**config.mk**
```make
export PLATFORM = sky130hd
export DESIGN_NAME = atf_task_file
export DESIGN_NICKNAME = d
export VERILOG_FILES = /design/src/atf_pkg.sv /design/src/atf_task_file.sv
export SDC_FILE = /design/constraint.sdc
export NUM_CORES = 1
export LEC_CHECK = 0
export BUFFER_PORTS_ARGS = -buffer_cell sky130_fd_sc_hd__buf_4
export CAP_MARGIN = 10
export CORE_MARGIN = 3
export CORE_UTILIZATION = 35
export DETAILED_ROUTE_END_ITERATION = 8
export GPL_ROUTABILITY_DRIVEN = 0
export HOLD_SLACK_MARGIN = 0.15
export SLEW_MARGIN = 20
export SYNTH_ARGS = -nofsm -noshare
export SYNTH_HDL_FRONTEND = slang
export SYNTH_SLANG_ARGS = --single-unit
export TNS_END_PERCENT = 1
```
**constraint.sdc**
```tcl
create_clock -name sys_clk -period 2 [get_ports sys_clk]
set_input_delay 0.1 -clock sys_clk [delete_from_list [all_inputs] [get_ports sys_clk]]
set_output_delay 0.1 -clock sys_clk [all_outputs]
set_load 0.05 [all_outputs]
```
**src/atf_pkg.sv**
```systemverilog
// Constants, command carrier and state record of the task-file register block.
package atf_pkg;
    // Task-file offsets; 1, 7 and e carry different registers for read and write.
    localparam logic [3:0] ATF_OFS_ERRFEAT = 4'h1;
    localparam logic [3:0] ATF_OFS_COUNT   = 4'h2;
    localparam logic [3:0] ATF_OFS_SECTOR  = 4'h3;
    localparam logic [3:0] ATF_OFS_CYL_LO  = 4'h4;
    localparam logic [3:0] ATF_OFS_CYL_HI  = 4'h5;
    localparam logic [3:0] ATF_OFS_DRVHEAD = 4'h6;
    localparam logic [3:0] ATF_OFS_STATCMD = 4'h7;
    localparam logic [3:0] ATF_OFS_ALTCTL  = 4'he;
    localparam logic [3:0] ATF_OFS_DRVADDR = 4'hf;
    // Field positions.
    localparam int ATF_ERR_ABORTED_CMD_FLAG = 2;
    localparam int ATF_ERR_GEN  = 0;
    localparam int ATF_DH_LBA   = 6;
    localparam int ATF_DH_DRV   = 4;
    localparam int ATF_DC_SOFT_RESET_BIT  = 2;
    localparam int ATF_DC_INTERRUPT_DISABLE_BIT  = 1;
    localparam int ATF_ST_IDX   = 1;
    // Reset values and fixed codes.
    localparam logic [7:0]  ATF_DH_RESET   = 8'ha0;
    localparam logic [7:0]  ATF_ZERO8      = 8'h00;
    localparam logic [7:0]  ATF_DIAG_PASS  = 8'h01;
    localparam logic [8:0]  ATF_FULL_COUNT = 9'h100;
    localparam logic [8:0]  ATF_ONE_SECTOR = 9'h001;
    localparam logic [7:0]  ATF_CMD_DIAG   = 8'h90;
    localparam logic [7:0]  ATF_CMD_FORMAT = 8'h50;
    localparam logic [15:0] ATF_ID_WORD0   = 16'h848a;
    localparam logic [15:0] ATF_ID_WORD0_F = 16'h044a;
    localparam logic [7:0]  ATF_ID_MSW     = 8'h07;
    localparam logic [7:0]  ATF_ID_LSW     = 8'h08;

    // Controller sequencing states.
    typedef enum logic [1:0] {
        ATF_IDLE  = 2'b00,
        ATF_EXEC  = 2'b01,
        ATF_SOFT_RESET_BIT  = 2'b10
    } atf_state_e_t;

    // Command handed to the media engine.
    typedef struct packed {
        logic [7:0]  code;
        logic        lba_mode;
        logic [27:0] lba;
        logic [3:0]  head;
        logic [15:0] cyl;
        logic [7:0]  sector;
        logic [8:0]  count;
        logic        discard;
    } atf_cmd_t;

    // Whole register state of the block.
    typedef struct packed {
        atf_state_e_t fsm;
        logic [7:0]   error_flags;
        logic [7:0]   feature_select;
        logic [7:0]   transfer_sector_count;
        logic [7:0]   start_sector_number;
        logic [7:0]   cylinder_low_byte;
        logic [7:0]   cylinder_high_byte;
        logic [7:0]   drive_head_select;
        logic         busy_flag;
        logic         drive_ready_flag;
        logic         write_fault_flag;
        logic         corrected_data_flag;
        logic         error_bit;
        logic         irq_pending;
        logic         interrupt_disable_bit;
        logic         soft_reset_bit;
        logic         soft_reset_pulse;
        logic         cmd_start;
        atf_cmd_t     cmd;
        logic [7:0]   rdata;
        logic [15:0]  id_word;
    } atf_state_t;
endpackage

```
**src/atf_task_file.sv**
```systemverilog
// Task-file registers, status and command dispatch of an ATA storage card.
//
// Behaviour
// - Rejected or failed command sets aborted flag.
// - General error sets error bit zero.
// - Diagnostic result code lands in error register.
// - Sector count zero means 256 sectors.
// - LBA built from sector, cylinders, head.
// - CHS uses head, cylinder and sector fields.
// - Drive/head bit six selects LBA addressing.
// - Answer only when drive bit matches card.
// - Busy set during operations; host ignores rest.
// - Primary status read drops interrupt request.
// - Alternate status read leaves interrupt alone.
// - Ready with seek complete; error waits read, except diagnostic (sets ready) and rejected opcode (keeps ready as it was).
// - Data request shows word may move.
// - Write fault bit five, corrected bit two.
// - Index status bit always reads zero.
// - Error status bit with details recorded.
// - Device control bit two forces soft reset.
// - Interrupt driven only when enabled and selected, or in memory mode.
// - Drive address shows inverted head, selects.
// - Diagnostic goes to drive zero, all run.
// - Decode power check, erase and identify.
// - Format track takes one sector, discards.
// - Identify word zero and sector count.
`timescale 1ns/10ps
module atf_task_file
    import atf_pkg::*;
(
    input  wire logic        sys_clk,
    input  wire logic        reset,
    input  wire logic [3:0]  host_addr,
    input  wire logic        host_rd,
    input  wire logic        host_wr,
    input  wire logic [7:0]  host_wdata,
    output logic      [7:0]  host_rdata,
    input  wire logic        memory_mode,
    input  wire logic        copy_number_field,
    input  wire logic        fixed_media,
    input  wire logic [31:0] total_sectors,
    input  wire logic [7:0]  id_index,
    output logic      [15:0] id_word,
    output logic             cmd_start,
    output atf_cmd_t         cmd,
    input  wire logic        eng_done,
    input  wire logic        eng_drq,
    input  wire logic        eng_abort,
    input  wire logic        eng_gen_err,
    input  wire logic        eng_wfault,
    input  wire logic        eng_corrected_data_flag,
    input  wire logic [7:0]  eng_diag,
    output logic             soft_reset_pulse,
    output logic             host_interrupt_request,
    output logic             host_interrupt_request_oe
);

    // ****************************************************************
    // State record and decode helpers
    // ****************************************************************
    atf_state_t s;           // Registered state.
    atf_state_t next_s;      // Next value of the state.
    logic       selected;    // Drive bit names this card.
    logic [7:0] status_byte; // Status as the host sees it.
    logic [7:0] drv_addr;    // Drive address read-back value.
    logic       done_now;    // Engine completion while executing.

    // Every listed opcode is accepted; anything else is aborted.
    function automatic logic atf_known(input logic [7:0] c);
        logic k;
        k = 1'b0;
        unique case (c[7:4])
            4'h1, 4'h7: begin
                k = 1'b1;
            end
            default: begin
                k = c inside {8'he5, 8'h98, 8'h90, 8'hc0, 8'h50, 8'hec,
                    8'he3, 8'h97, 8'he1, 8'h95, 8'h91, 8'h00, 8'he4,
                    8'hc8, 8'hc4, 8'h22, 8'h23, 8'h20, 8'h21, 8'h40,
                    8'h41, 8'h03, 8'hef, 8'hc6, 8'he6, 8'h99, 8'he2,
                    8'h96, 8'he0, 8'h94, 8'h87, 8'hf5, 8'he8, 8'hca,
                    8'h32, 8'h33, 8'hc5, 8'hcd, 8'h30, 8'h31, 8'h38,
                    8'h3c};
            end
        endcase
        return k;
    endfunction

    // Card answers only when the drive bit equals its copy number.
    assign selected = s.drive_head_select[ATF_DH_DRV] == copy_number_field;
    assign done_now = (s.fsm == ATF_EXEC) && eng_done;

    // Seek complete mirrors ready; index is tied low; data request
    // follows the engine only while a command runs.
    assign status_byte = {s.busy_flag,
                          s.drive_ready_flag,
                          s.write_fault_flag,
                          s.drive_ready_flag,
                          eng_drq && (s.fsm == ATF_EXEC),
                          s.corrected_data_flag,
                          1'b0,
                          s.error_bit};

    // Bit 7 reads low, bit 6 (write gate) unused and high.
    assign drv_addr = {1'b0, 1'b1,
                       ~s.drive_head_select[3:0],
                       ~(s.drive_head_select[ATF_DH_DRV]),
                       s.drive_head_select[ATF_DH_DRV]};

    // ****************************************************************
    // Next-state logic
    // ****************************************************************
    // Order matters: the status-read clear is applied before the
    // completion set, so a finishing command is never lost.
    always_comb begin
        next_s = s;
        next_s.cmd_start = 1'b0;
        next_s.soft_reset_pulse = 1'b0;

        // Host reads: data is registered, so it appears one edge later.
        if (host_rd) begin
            next_s.rdata = ATF_ZERO8;
            if (selected) begin
                unique case (host_addr)
                    ATF_OFS_ERRFEAT: next_s.rdata = s.error_flags;
                    ATF_OFS_COUNT:   next_s.rdata = s.transfer_sector_count;
                    ATF_OFS_SECTOR:  next_s.rdata = s.start_sector_number;
                    ATF_OFS_CYL_LO:  next_s.rdata = s.cylinder_low_byte;
                    ATF_OFS_CYL_HI:  next_s.rdata = s.cylinder_high_byte;
                    ATF_OFS_DRVHEAD: next_s.rdata = s.drive_head_select;
                    ATF_OFS_STATCMD: begin
                        next_s.rdata = status_byte;
                        next_s.irq_pending = 1'b0;
                        if (!s.busy_flag) begin
                            next_s.drive_ready_flag = 1'b1;
                        end
                    end
                    ATF_OFS_ALTCTL:  next_s.rdata = status_byte;
                    ATF_OFS_DRVADDR: next_s.rdata = drv_addr;
                    default:         next_s.rdata = ATF_ZERO8;
                endcase
            end
        end

        // Host writes. Parameter writes while busy are dropped because the
        // host must only load them with the card ready.
        if (host_wr) begin
            unique case (host_addr)
                ATF_OFS_ALTCTL: begin
                    next_s.interrupt_disable_bit = host_wdata[ATF_DC_INTERRUPT_DISABLE_BIT];
                    next_s.soft_reset_bit = host_wdata[ATF_DC_SOFT_RESET_BIT];
                end
                ATF_OFS_DRVHEAD: begin
                    if (!s.busy_flag) begin
                        next_s.drive_head_select = host_wdata;
                    end
                end
                ATF_OFS_STATCMD: begin
                    // Diagnostic runs on both cards whatever the drive bit.
                    if (!s.busy_flag &&
                        (selected || host_wdata == ATF_CMD_DIAG)) begin
                        next_s.error_flags = ATF_ZERO8;
                        next_s.write_fault_flag = 1'b0;
                        next_s.corrected_data_flag = 1'b0;
                        if (atf_known(host_wdata)) begin
                            next_s.fsm = ATF_EXEC;
                            next_s.busy_flag = 1'b1;
                            next_s.drive_ready_flag = 1'b0;
                            next_s.error_bit = 1'b0;
                            next_s.cmd_start = 1'b1;
                            next_s.cmd.code = host_wdata;
                            next_s.cmd.lba_mode = s.drive_head_select[ATF_DH_LBA];
                            next_s.cmd.lba = {s.drive_head_select[3:0],
                                              s.cylinder_high_byte,
                                              s.cylinder_low_byte,
                                              s.start_sector_number};
                            next_s.cmd.head = s.drive_head_select[3:0];
                            next_s.cmd.cyl = {s.cylinder_high_byte,
                                              s.cylinder_low_byte};
                            next_s.cmd.sector = s.start_sector_number;
                            next_s.cmd.count = (s.transfer_sector_count == ATF_ZERO8)
                                ? ATF_FULL_COUNT
                                : {1'b0, s.transfer_sector_count};
                            next_s.cmd.discard = 1'b0;
                            if (host_wdata == ATF_CMD_FORMAT) begin
                                next_s.cmd.count = ATF_ONE_SECTOR;
                                next_s.cmd.discard = 1'b1;
                            end
                        end else begin
                            // Unknown opcode: finish at once with abort.
                            next_s.error_flags[ATF_ERR_ABORTED_CMD_FLAG] = 1'b1;
                            next_s.error_bit = 1'b1;
                            next_s.busy_flag = 1'b0;
                            next_s.irq_pending = 1'b1;
                        end
                    end
                end
                default: begin
                    if (!s.busy_flag && selected) begin
                        unique case (host_addr)
                            ATF_OFS_ERRFEAT: next_s.feature_select = host_wdata;
                            ATF_OFS_COUNT:   next_s.transfer_sector_count = host_wdata;
                            ATF_OFS_SECTOR:  next_s.start_sector_number = host_wdata;
                            ATF_OFS_CYL_LO:  next_s.cylinder_low_byte = host_wdata;
                            ATF_OFS_CYL_HI:  next_s.cylinder_high_byte = host_wdata;
                            default: begin
                            end
                        endcase
                    end
                end
            endcase
        end

        // Command completion from the media engine.
        if (done_now) begin
            next_s.fsm = ATF_IDLE;
            next_s.busy_flag = 1'b0;
            next_s.irq_pending = 1'b1;
            next_s.write_fault_flag = eng_wfault;
            next_s.corrected_data_flag = eng_corrected_data_flag;
            if (s.cmd.code == ATF_CMD_DIAG) begin
                next_s.error_flags = eng_diag;
                next_s.error_bit = eng_diag != ATF_DIAG_PASS;
                next_s.drive_ready_flag = 1'b1;
            end else begin
                next_s.error_flags[ATF_ERR_ABORTED_CMD_FLAG] = eng_abort;
                next_s.error_flags[ATF_ERR_GEN] = eng_gen_err;
                next_s.error_bit = eng_abort | eng_gen_err | eng_wfault;
                // After an error ready stays low until status is read.
                next_s.drive_ready_flag = !(eng_abort | eng_gen_err | eng_wfault);
            end
        end

        // Soft reset holds the task file in its reset values while the bit
        // stays set, and leaves a passing diagnostic code on release.
        if (next_s.soft_reset_bit) begin
            next_s.soft_reset_pulse = !s.soft_reset_bit;
            next_s.fsm = ATF_SOFT_RESET_BIT;
            next_s.busy_flag = 1'b1;
            next_s.drive_ready_flag = 1'b0;
            next_s.irq_pending = 1'b0;
            next_s.cmd_start = 1'b0;
            next_s.transfer_sector_count = ATF_DIAG_PASS;
            next_s.start_sector_number = ATF_DIAG_PASS;
            next_s.cylinder_low_byte = ATF_ZERO8;
            next_s.cylinder_high_byte = ATF_ZERO8;
            next_s.drive_head_select = ATF_DH_RESET;
        end else if (s.fsm == ATF_SOFT_RESET_BIT) begin
            next_s.fsm = ATF_IDLE;
            next_s.busy_flag = 1'b0;
            next_s.drive_ready_flag = 1'b1;
            next_s.error_bit = 1'b0;
            next_s.error_flags = ATF_DIAG_PASS;
        end

        // Identify block words are served from a register.
        unique case (id_index)
            ATF_ZERO8: next_s.id_word = fixed_media ? ATF_ID_WORD0_F
                                                    : ATF_ID_WORD0;
            ATF_ID_MSW: next_s.id_word = total_sectors[31:16];
            ATF_ID_LSW: next_s.id_word = total_sectors[15:0];
            default:    next_s.id_word = 16'h0000;
        endcase
    end

    // ****************************************************************
    // State register
    // ****************************************************************
    // Reset leaves the card ready, idle, drive 0 and interrupts enabled.
    always_ff @(posedge sys_clk) begin
        if (reset) begin
            s <= '0;
            s.drive_head_select <= ATF_DH_RESET;
            s.drive_ready_flag <= 1'b1;
            s.error_flags <= ATF_DIAG_PASS;
            s.transfer_sector_count <= ATF_DIAG_PASS;
            s.start_sector_number <= ATF_DIAG_PASS;
        end else begin
            s <= next_s;
        end
    end

    // ****************************************************************
    // Outputs
    // ****************************************************************
    assign host_rdata       = s.rdata;
    assign id_word          = s.id_word;
    assign cmd_start        = s.cmd_start;
    assign cmd              = s.cmd;
    assign soft_reset_pulse = s.soft_reset_pulse;
    // The request pin is active low; memory mode ignores the disable bit.
    assign host_interrupt_request = !s.irq_pending;
    assign host_interrupt_request_oe = memory_mode ||
        (!s.interrupt_disable_bit && selected);
endmodule

```
### After elaboration in Yosys (flattened, before gate mapping)

Index checks and enable logic that the tools add are counted.

| word-level totals | value |
|---|---|
| register bits after elaboration | 167 |
| input port bits | 73 |
| output and inout port bits | 103 |
| word-level logic and storage cells | 192 |

| operators by class | value |
|---|---|
| equal/unequal tests | 59 |
| multiplexer cells | 53 |
| bitwise logic cells | 10 |
| reduce and logical (&&, ||, !) cells | 41 |

Operator list:

| cell | number |
|---|---|
| 8-bit equality test, second input constant | 28 |
| 8-bit by 6-bit equality test with 1-bit output, second input constant | 10 |
| 40-bit 2-to-1 mux | 2 |
| 76-bit 2-to-1 mux | 1 |
| 8-bit 2-to-1 mux | 9 |
| 66-bit 2-to-1 mux | 1 |
| 8-bit case mux with 8 select lines | 1 |
| 10-bit 2-to-1 mux | 5 |
| 16-bit case mux with 3 select lines | 1 |
| 42-bit nonzero test | 1 |
| 4-bit AND reduction | 7 |
| 8-bit by 7-bit equality test with 1-bit output, second input constant | 3 |
| 8-bit zero test | 3 |
| 1-bit 2-to-1 mux | 22 |
| 4-bit by 3-bit equality test with 1-bit output, second input constant | 5 |
| 6-bit 2-to-1 mux | 3 |
| 16-bit 2-to-1 mux | 1 |
| 4-bit nonzero test | 4 |
| 2-bit 2-to-1 mux | 5 |
| 9-bit 2-to-1 mux | 1 |
| 3-bit AND reduction | 3 |
| 4-bit by 1-bit equality test with 1-bit output, second input constant | 2 |
| 4-bit by 2-bit equality test with 1-bit output, second input constant | 2 |
| 4-bit equality test, second input constant | 2 |
| other kinds (20) | 41 |

### Longest topological paths before layout

| depth | value |
|---|---|
| word-level depth | 14 |
| gate-level depth with buffers | 10 |
| mapped depth without buffers | 6 |

### Worst setup path after synthesis

Ideal clock, no wire load.

| path | value |
|---|---|
| kind | in2reg |
| start point | input port host_wdata[1] |
| end point | register s (netlist bit cmd[44]) |
| setup time | 0.095 ns |
| arrival time | 1.794 ns |
| data required time | 1.905 ns |
| path slack | 0.111 ns |
| stages on the path | 8 |
| buffers on the path | 2 |
| path through | buf_2 -> nand2b_1 -> or4b_1 -> a31oi_1 -> or3_4 -> nor2_4 -> buf_6 -> o311ai_1 |

| between the ends | value |
|---|---|
| cells in the longest elaborated chain, start to end | 7 |
| elaborated cells between the ends (all ways) | 50 |
| classes of those cells | eq/ne: 41; mux: 4; reduce/logical: 5 |

Ends and longest elaborated chain:

| element | RTL line | text |
|---|---|---|
| start: declaration | atf_task_file.sv:36 | `input wire logic [7:0] host_wdata,` |
| 8-bit equality test, or another cell as far along | atf_task_file.sv:77 | `k = c inside {8'he5, 8'h98, 8'h90, 8'hc0, 8'h50, 8'hec,` |
| 42-bit nonzero test | atf_task_file.sv:77 |  |
| 1-bit 2-to-1 mux | atf_task_file.sv:72 | `unique case (c[7:4])` |
| 1-bit 2-to-1 mux | atf_task_file.sv:160 | `if (!s.busy_flag &&` |
| 1-bit 2-to-1 mux | atf_task_file.sv:148 | `unique case (host_addr)` |
| 1-bit 2-to-1 mux | atf_task_file.sv:147 | `if (host_wr) begin` |
| 4-bit AND reduction (no source line) * | n/a |  |
| end signal: assignment | atf_task_file.sv:279 | `s <= next_s;` |
| end: declaration | atf_task_file.sv:61 | `atf_state_t s;` |

Mark *: on every way between the ends. The rest lies on a longest branch, timed or not. The select of a mux whose other input is x is not followed.
A chain may end at the register's enable or synchronous reset.

### Worst setup path after layout

| path | value |
|---|---|
| start point | register s (netlist bit cmd[74]) |
| end point | register s[157] in the netlist's numbering |

| between the ends | value |
|---|---|
| cells in the longest elaborated chain, start to end | 5 |

Ends and longest elaborated chain:

| element | RTL line | text |
|---|---|---|
| 8-bit equality test * | atf_task_file.sv:221 | `if (s.cmd.code == ATF_CMD_DIAG) begin` |
| 1-bit 2-to-1 mux * | atf_task_file.sv:221 |  |
| 10-bit 2-to-1 mux * | atf_task_file.sv:215 | `if (done_now) begin` |
| 10-bit 2-to-1 mux | atf_task_file.sv:248 | `end else if (s.fsm == ATF_SOFT_RESET_BIT) begin` |
| 8-bit 2-to-1 mux * | atf_task_file.sv:236 | `if (next_s.soft_reset_bit) begin` |

Mark *: on every way between the ends. The rest lies on a longest branch, timed or not.

==> impl_metrics.yaml <==
run_status:
  outcome: "complete, no violations"
yosys:
  synth.net_count: 1016
  yosys.cell_types.count: 66
  post_synthesis_cell_area_mm2: 0.007647
  synth_seq_cells: 131
  yosysSeqAreaShare_pct: 34.29
  synth_top_flop_cell: "sky130_fd_sc_hd__dfxtp_1"
  avgSynthCellArea_um2: 8.110
  synth.yosys.warnings: 0
  synth-edff-count: 0
  synth_async_sr_flop_share_pct: 0
  postSynthCellCount: 943
finish:
  antenna_cells: 0
  finalNetCount: 1154
  most_common_cell_after_layout_fill_and_taps_aside: "sky130_fd_sc_hd__buf_4"
  final_cell_mix: "sky130_fd_sc_hd__buf_4, sky130_fd_sc_hd__dfxtp_1, sky130_fd_sc_hd__nand2_1"
  final_layout_size_suffix_gt1_share_pct: 26.51
  fill_cells: 2084
  finished_cell_area_mm2: 0.01000
  areaGrowthSynthToFinish_pct: 30.77
floorplanning:
  core.rowCount: 53
  die_x_um: 153.8
  floorplan.core_area_mm2: 0.02122
  die_h_um: 153.8
  design.portCount: 176
  initial_utilization_pct: 36.04
  die_area_mm2: 0.02366
timing:
  hold_violations: 0
  grt_setup_unrepaired: "yes"
  timing.final.ws_setup_ps: 112.8
  period_minus_slack_ps: 1887
  final-max-slew-violation-count: 0
  worst_slew_pin_slew_ps: 613.4
  timing.final.setup_violations: 0
  fin_skew_ps: 10.48
  post-route-period-util_pct: 94.36
  timing.max_slew.rel_slack_pct: 59.11
  maxClockFrequency_ghz: 0.5299
  final.setup.tns_ps: 0
route:
  first_iter_violations: 505
  detail_route.wl_per_cell_um: 17.54
  via_per_inst: 5.422
  routed_wirelength_mm: 24.01
  drcViolationCount: 0
  detail-route-antenna-nets: 0
  first_pass_iters: 5
  routed-via-count: 7423
clocking:
  cts-htree-levels: 4
  cts_inserted_buffers: 17
  cts_tree: "built"
  clock_pin_slew_of_the_registers_on_the_worst_case_setup_and_hold_paths_ps: 60
  clock-root-buffer: "sky130_fd_sc_hd__clkbuf_16"
  cts-root-to-sink-buffers: 2
  cts.sink_count: 131
  insertion_delay_ps: 420
global_routing:
  overflow: 0
  pin_count_of_the_biggest_net_entering_global_routing: 74
  grt_pass1_wl_mm: 38.36
  antenna_found_initial: 0
  grt_pass1_vias: 7169
  total_global_route_track_usage_pct: 19.87
flow_run:
  max_cap_viol_count: 0
pwr:
  combinationalPowerShare_pct: 11.4
  max-vdd-ir-drop_mv: 0.4382
  overall_power_uw: 6654
  share_seq_of_total_power_pct: 39.7
  net_switching_fraction_of_the_power_pct: 25.27
  power.share.clock_pct: 48.9
  leakagePower_uw: 0.004185
  intPower_uw: 4973
  power.switching_uw: 1681
  p_per_area_mw_per_mm2: 665.4
worst_hold_path:
  hold_path_class: "in -> reg"
place:
  port_buffers: 175
  dpl_worst_slack_ps: -187.8
  dp_hpwl_mm: 16.50
  postPlaceCellArea_mm2: 0.008803
worst_setup_path:
  worst-endpoint-arrival_ps: 2190
  critical-path-max-stage-delay_ps: 580
  cells_along_the_critical_path: "nor4bb_1 > buf_4 > nand2_1 > mux2i_1 > dlygate4sd3_1 > o21ai_1"
  crit_slowest_cell: "sky130_fd_sc_hd__dlygate4sd3_1"
  setup.worst_path.end_class: "register"
  critPathRequiredTime_ps: 2300
  critical_path.startpoint_type: "register"
  crit_path_category: "reg -> reg"
  path_max_fanout: 4
## layer usage
layer | up-vias | part of all wire (%) | GRT usage [%]
met5 | - | 0 | 0
met1 | 3546 | 44 | 26.53
met4 | 0 | 2.0 | 6.518
met3 | 31 | 5.2 | 3.603
li1 | 3611 | - | -
met2 | 235 | 48 | 32.57
## cell type report
| cell class | instances | area, um2 | share of cell area, % |
|---|---|---|---|
| Multi-Input combinational cell | 627 | 3928 | 39.27 |
| Sequential cell | 131 | 2623 | 26.22 |
| Timing Repair Buffer | 299 | 2472 | 24.72 |
| Clock buffer | 19 | 442.9 | 4.429 |
| Tap cell | 275 | 344.1 | 3.441 |
| Clock inverter | 13 | 172.7 | 1.727 |
| Inverter | 5 | 18.77 | 0.1877 |
## synthesized netlist by cell type (all sizes together), types with 3 or more instances
master  number  area share [%]
buf        126              12
a22o         3            0.34
o311ai      37             4.2
nand4       41             3.4
o211ai       4            0.39
a211oi       8            0.79
o21ai       13            0.85
a31oi        5            0.41
clkbuf      54             2.7
a22oi       16             1.6
or3          3            0.31
inv          5            0.25
and2         4            0.33
a21oi       68             4.5
nand2       84             4.1
nand3       16             1.0
mux2i       58             7.6
dfxtp      131              34
nor4b        3            0.34
nor2b       53             4.3
nor3        46             3.2
nor4bb       4            0.52
nor2        79             4.0
a221oi       8            0.92
nand2b       8            0.65
mux2         6            0.88
and3         6            0.49
a21o         5            0.49
nand4b       3            0.34
nor4         9            0.82
## worst max-delay path, delay by kind of cell (launching register included)
kind                   cells  cell delay (ps)
AOI/OAI and AO/OA          1               60
DFF                        1              370
muxes                      1              190
buffers and inverters      2              760
and+or+nand+nor            2              400
## metrics by stage
stage | cells | utilization (%) | hold WS [ps]
floorplan | 943 | - | 236.0
global placement | 1281 | 41.49 | 335.6
detailed placement | 1281 | 41.49 | 341.2
CTS | 1369 | 47.03 | 168.6
global route | 1369 | 47.13 | 217.5
finish | 1369 | 47.13 | 188.5
## power by group through the flow
stage	sequential (uW)	clock, uW	combinational (uW)
2_1_floorplan	2690	0	370
3_3_place_gp	2700	0	680
3_5_place_dp	2700	0	682
4_1_cts	2640	3300	746
5_1_grt	2640	3430	814
6_report	2640	3260	757
## cells by family after synthesis
| kind of cell | share of synthesized area, % |
|---|---|
| buffers and inverters | 14.64 |
| muxes | 8.475 |
| and+or+nand+nor | 25.20 |
| AOI/OAI and AO/OA | 17.16 |
| xor gates and xnor gates | 0.2291 |
| DFF | 34.29 |
## flip-flops by register name (all words and copies together) (netlist names)
| register | count |
|---|---|
| cmd | 47 |
| cmd_start | 1 |
| drv_addr | 1 |
| host_rdata | 8 |
| id_word | 16 |
| s | 57 |
| soft_reset_pulse | 1 |
## path summary, 6_finish.rpt
check / startpoint / end / slack (ps) / cells after the start
min reg2reg: cmd[5] / cmd[5] / 470 / 2
max reg2reg: cmd[74] / s[157] / 110 / 6
max: cmd[74] / s[157] / 110 / 6
min: eng_done / s[103] / 190 / 3
## repair_timing
item                                    in CTS  in global routing
endpoints found under the hold margin       45                  0
gates resized for setup                      0                  4
setup buffers                                0                  0
endpoints found under the setup margin       0                 44
hold buffers                                56                  0
Note: power is estimated with default switching activity, not from simulation.
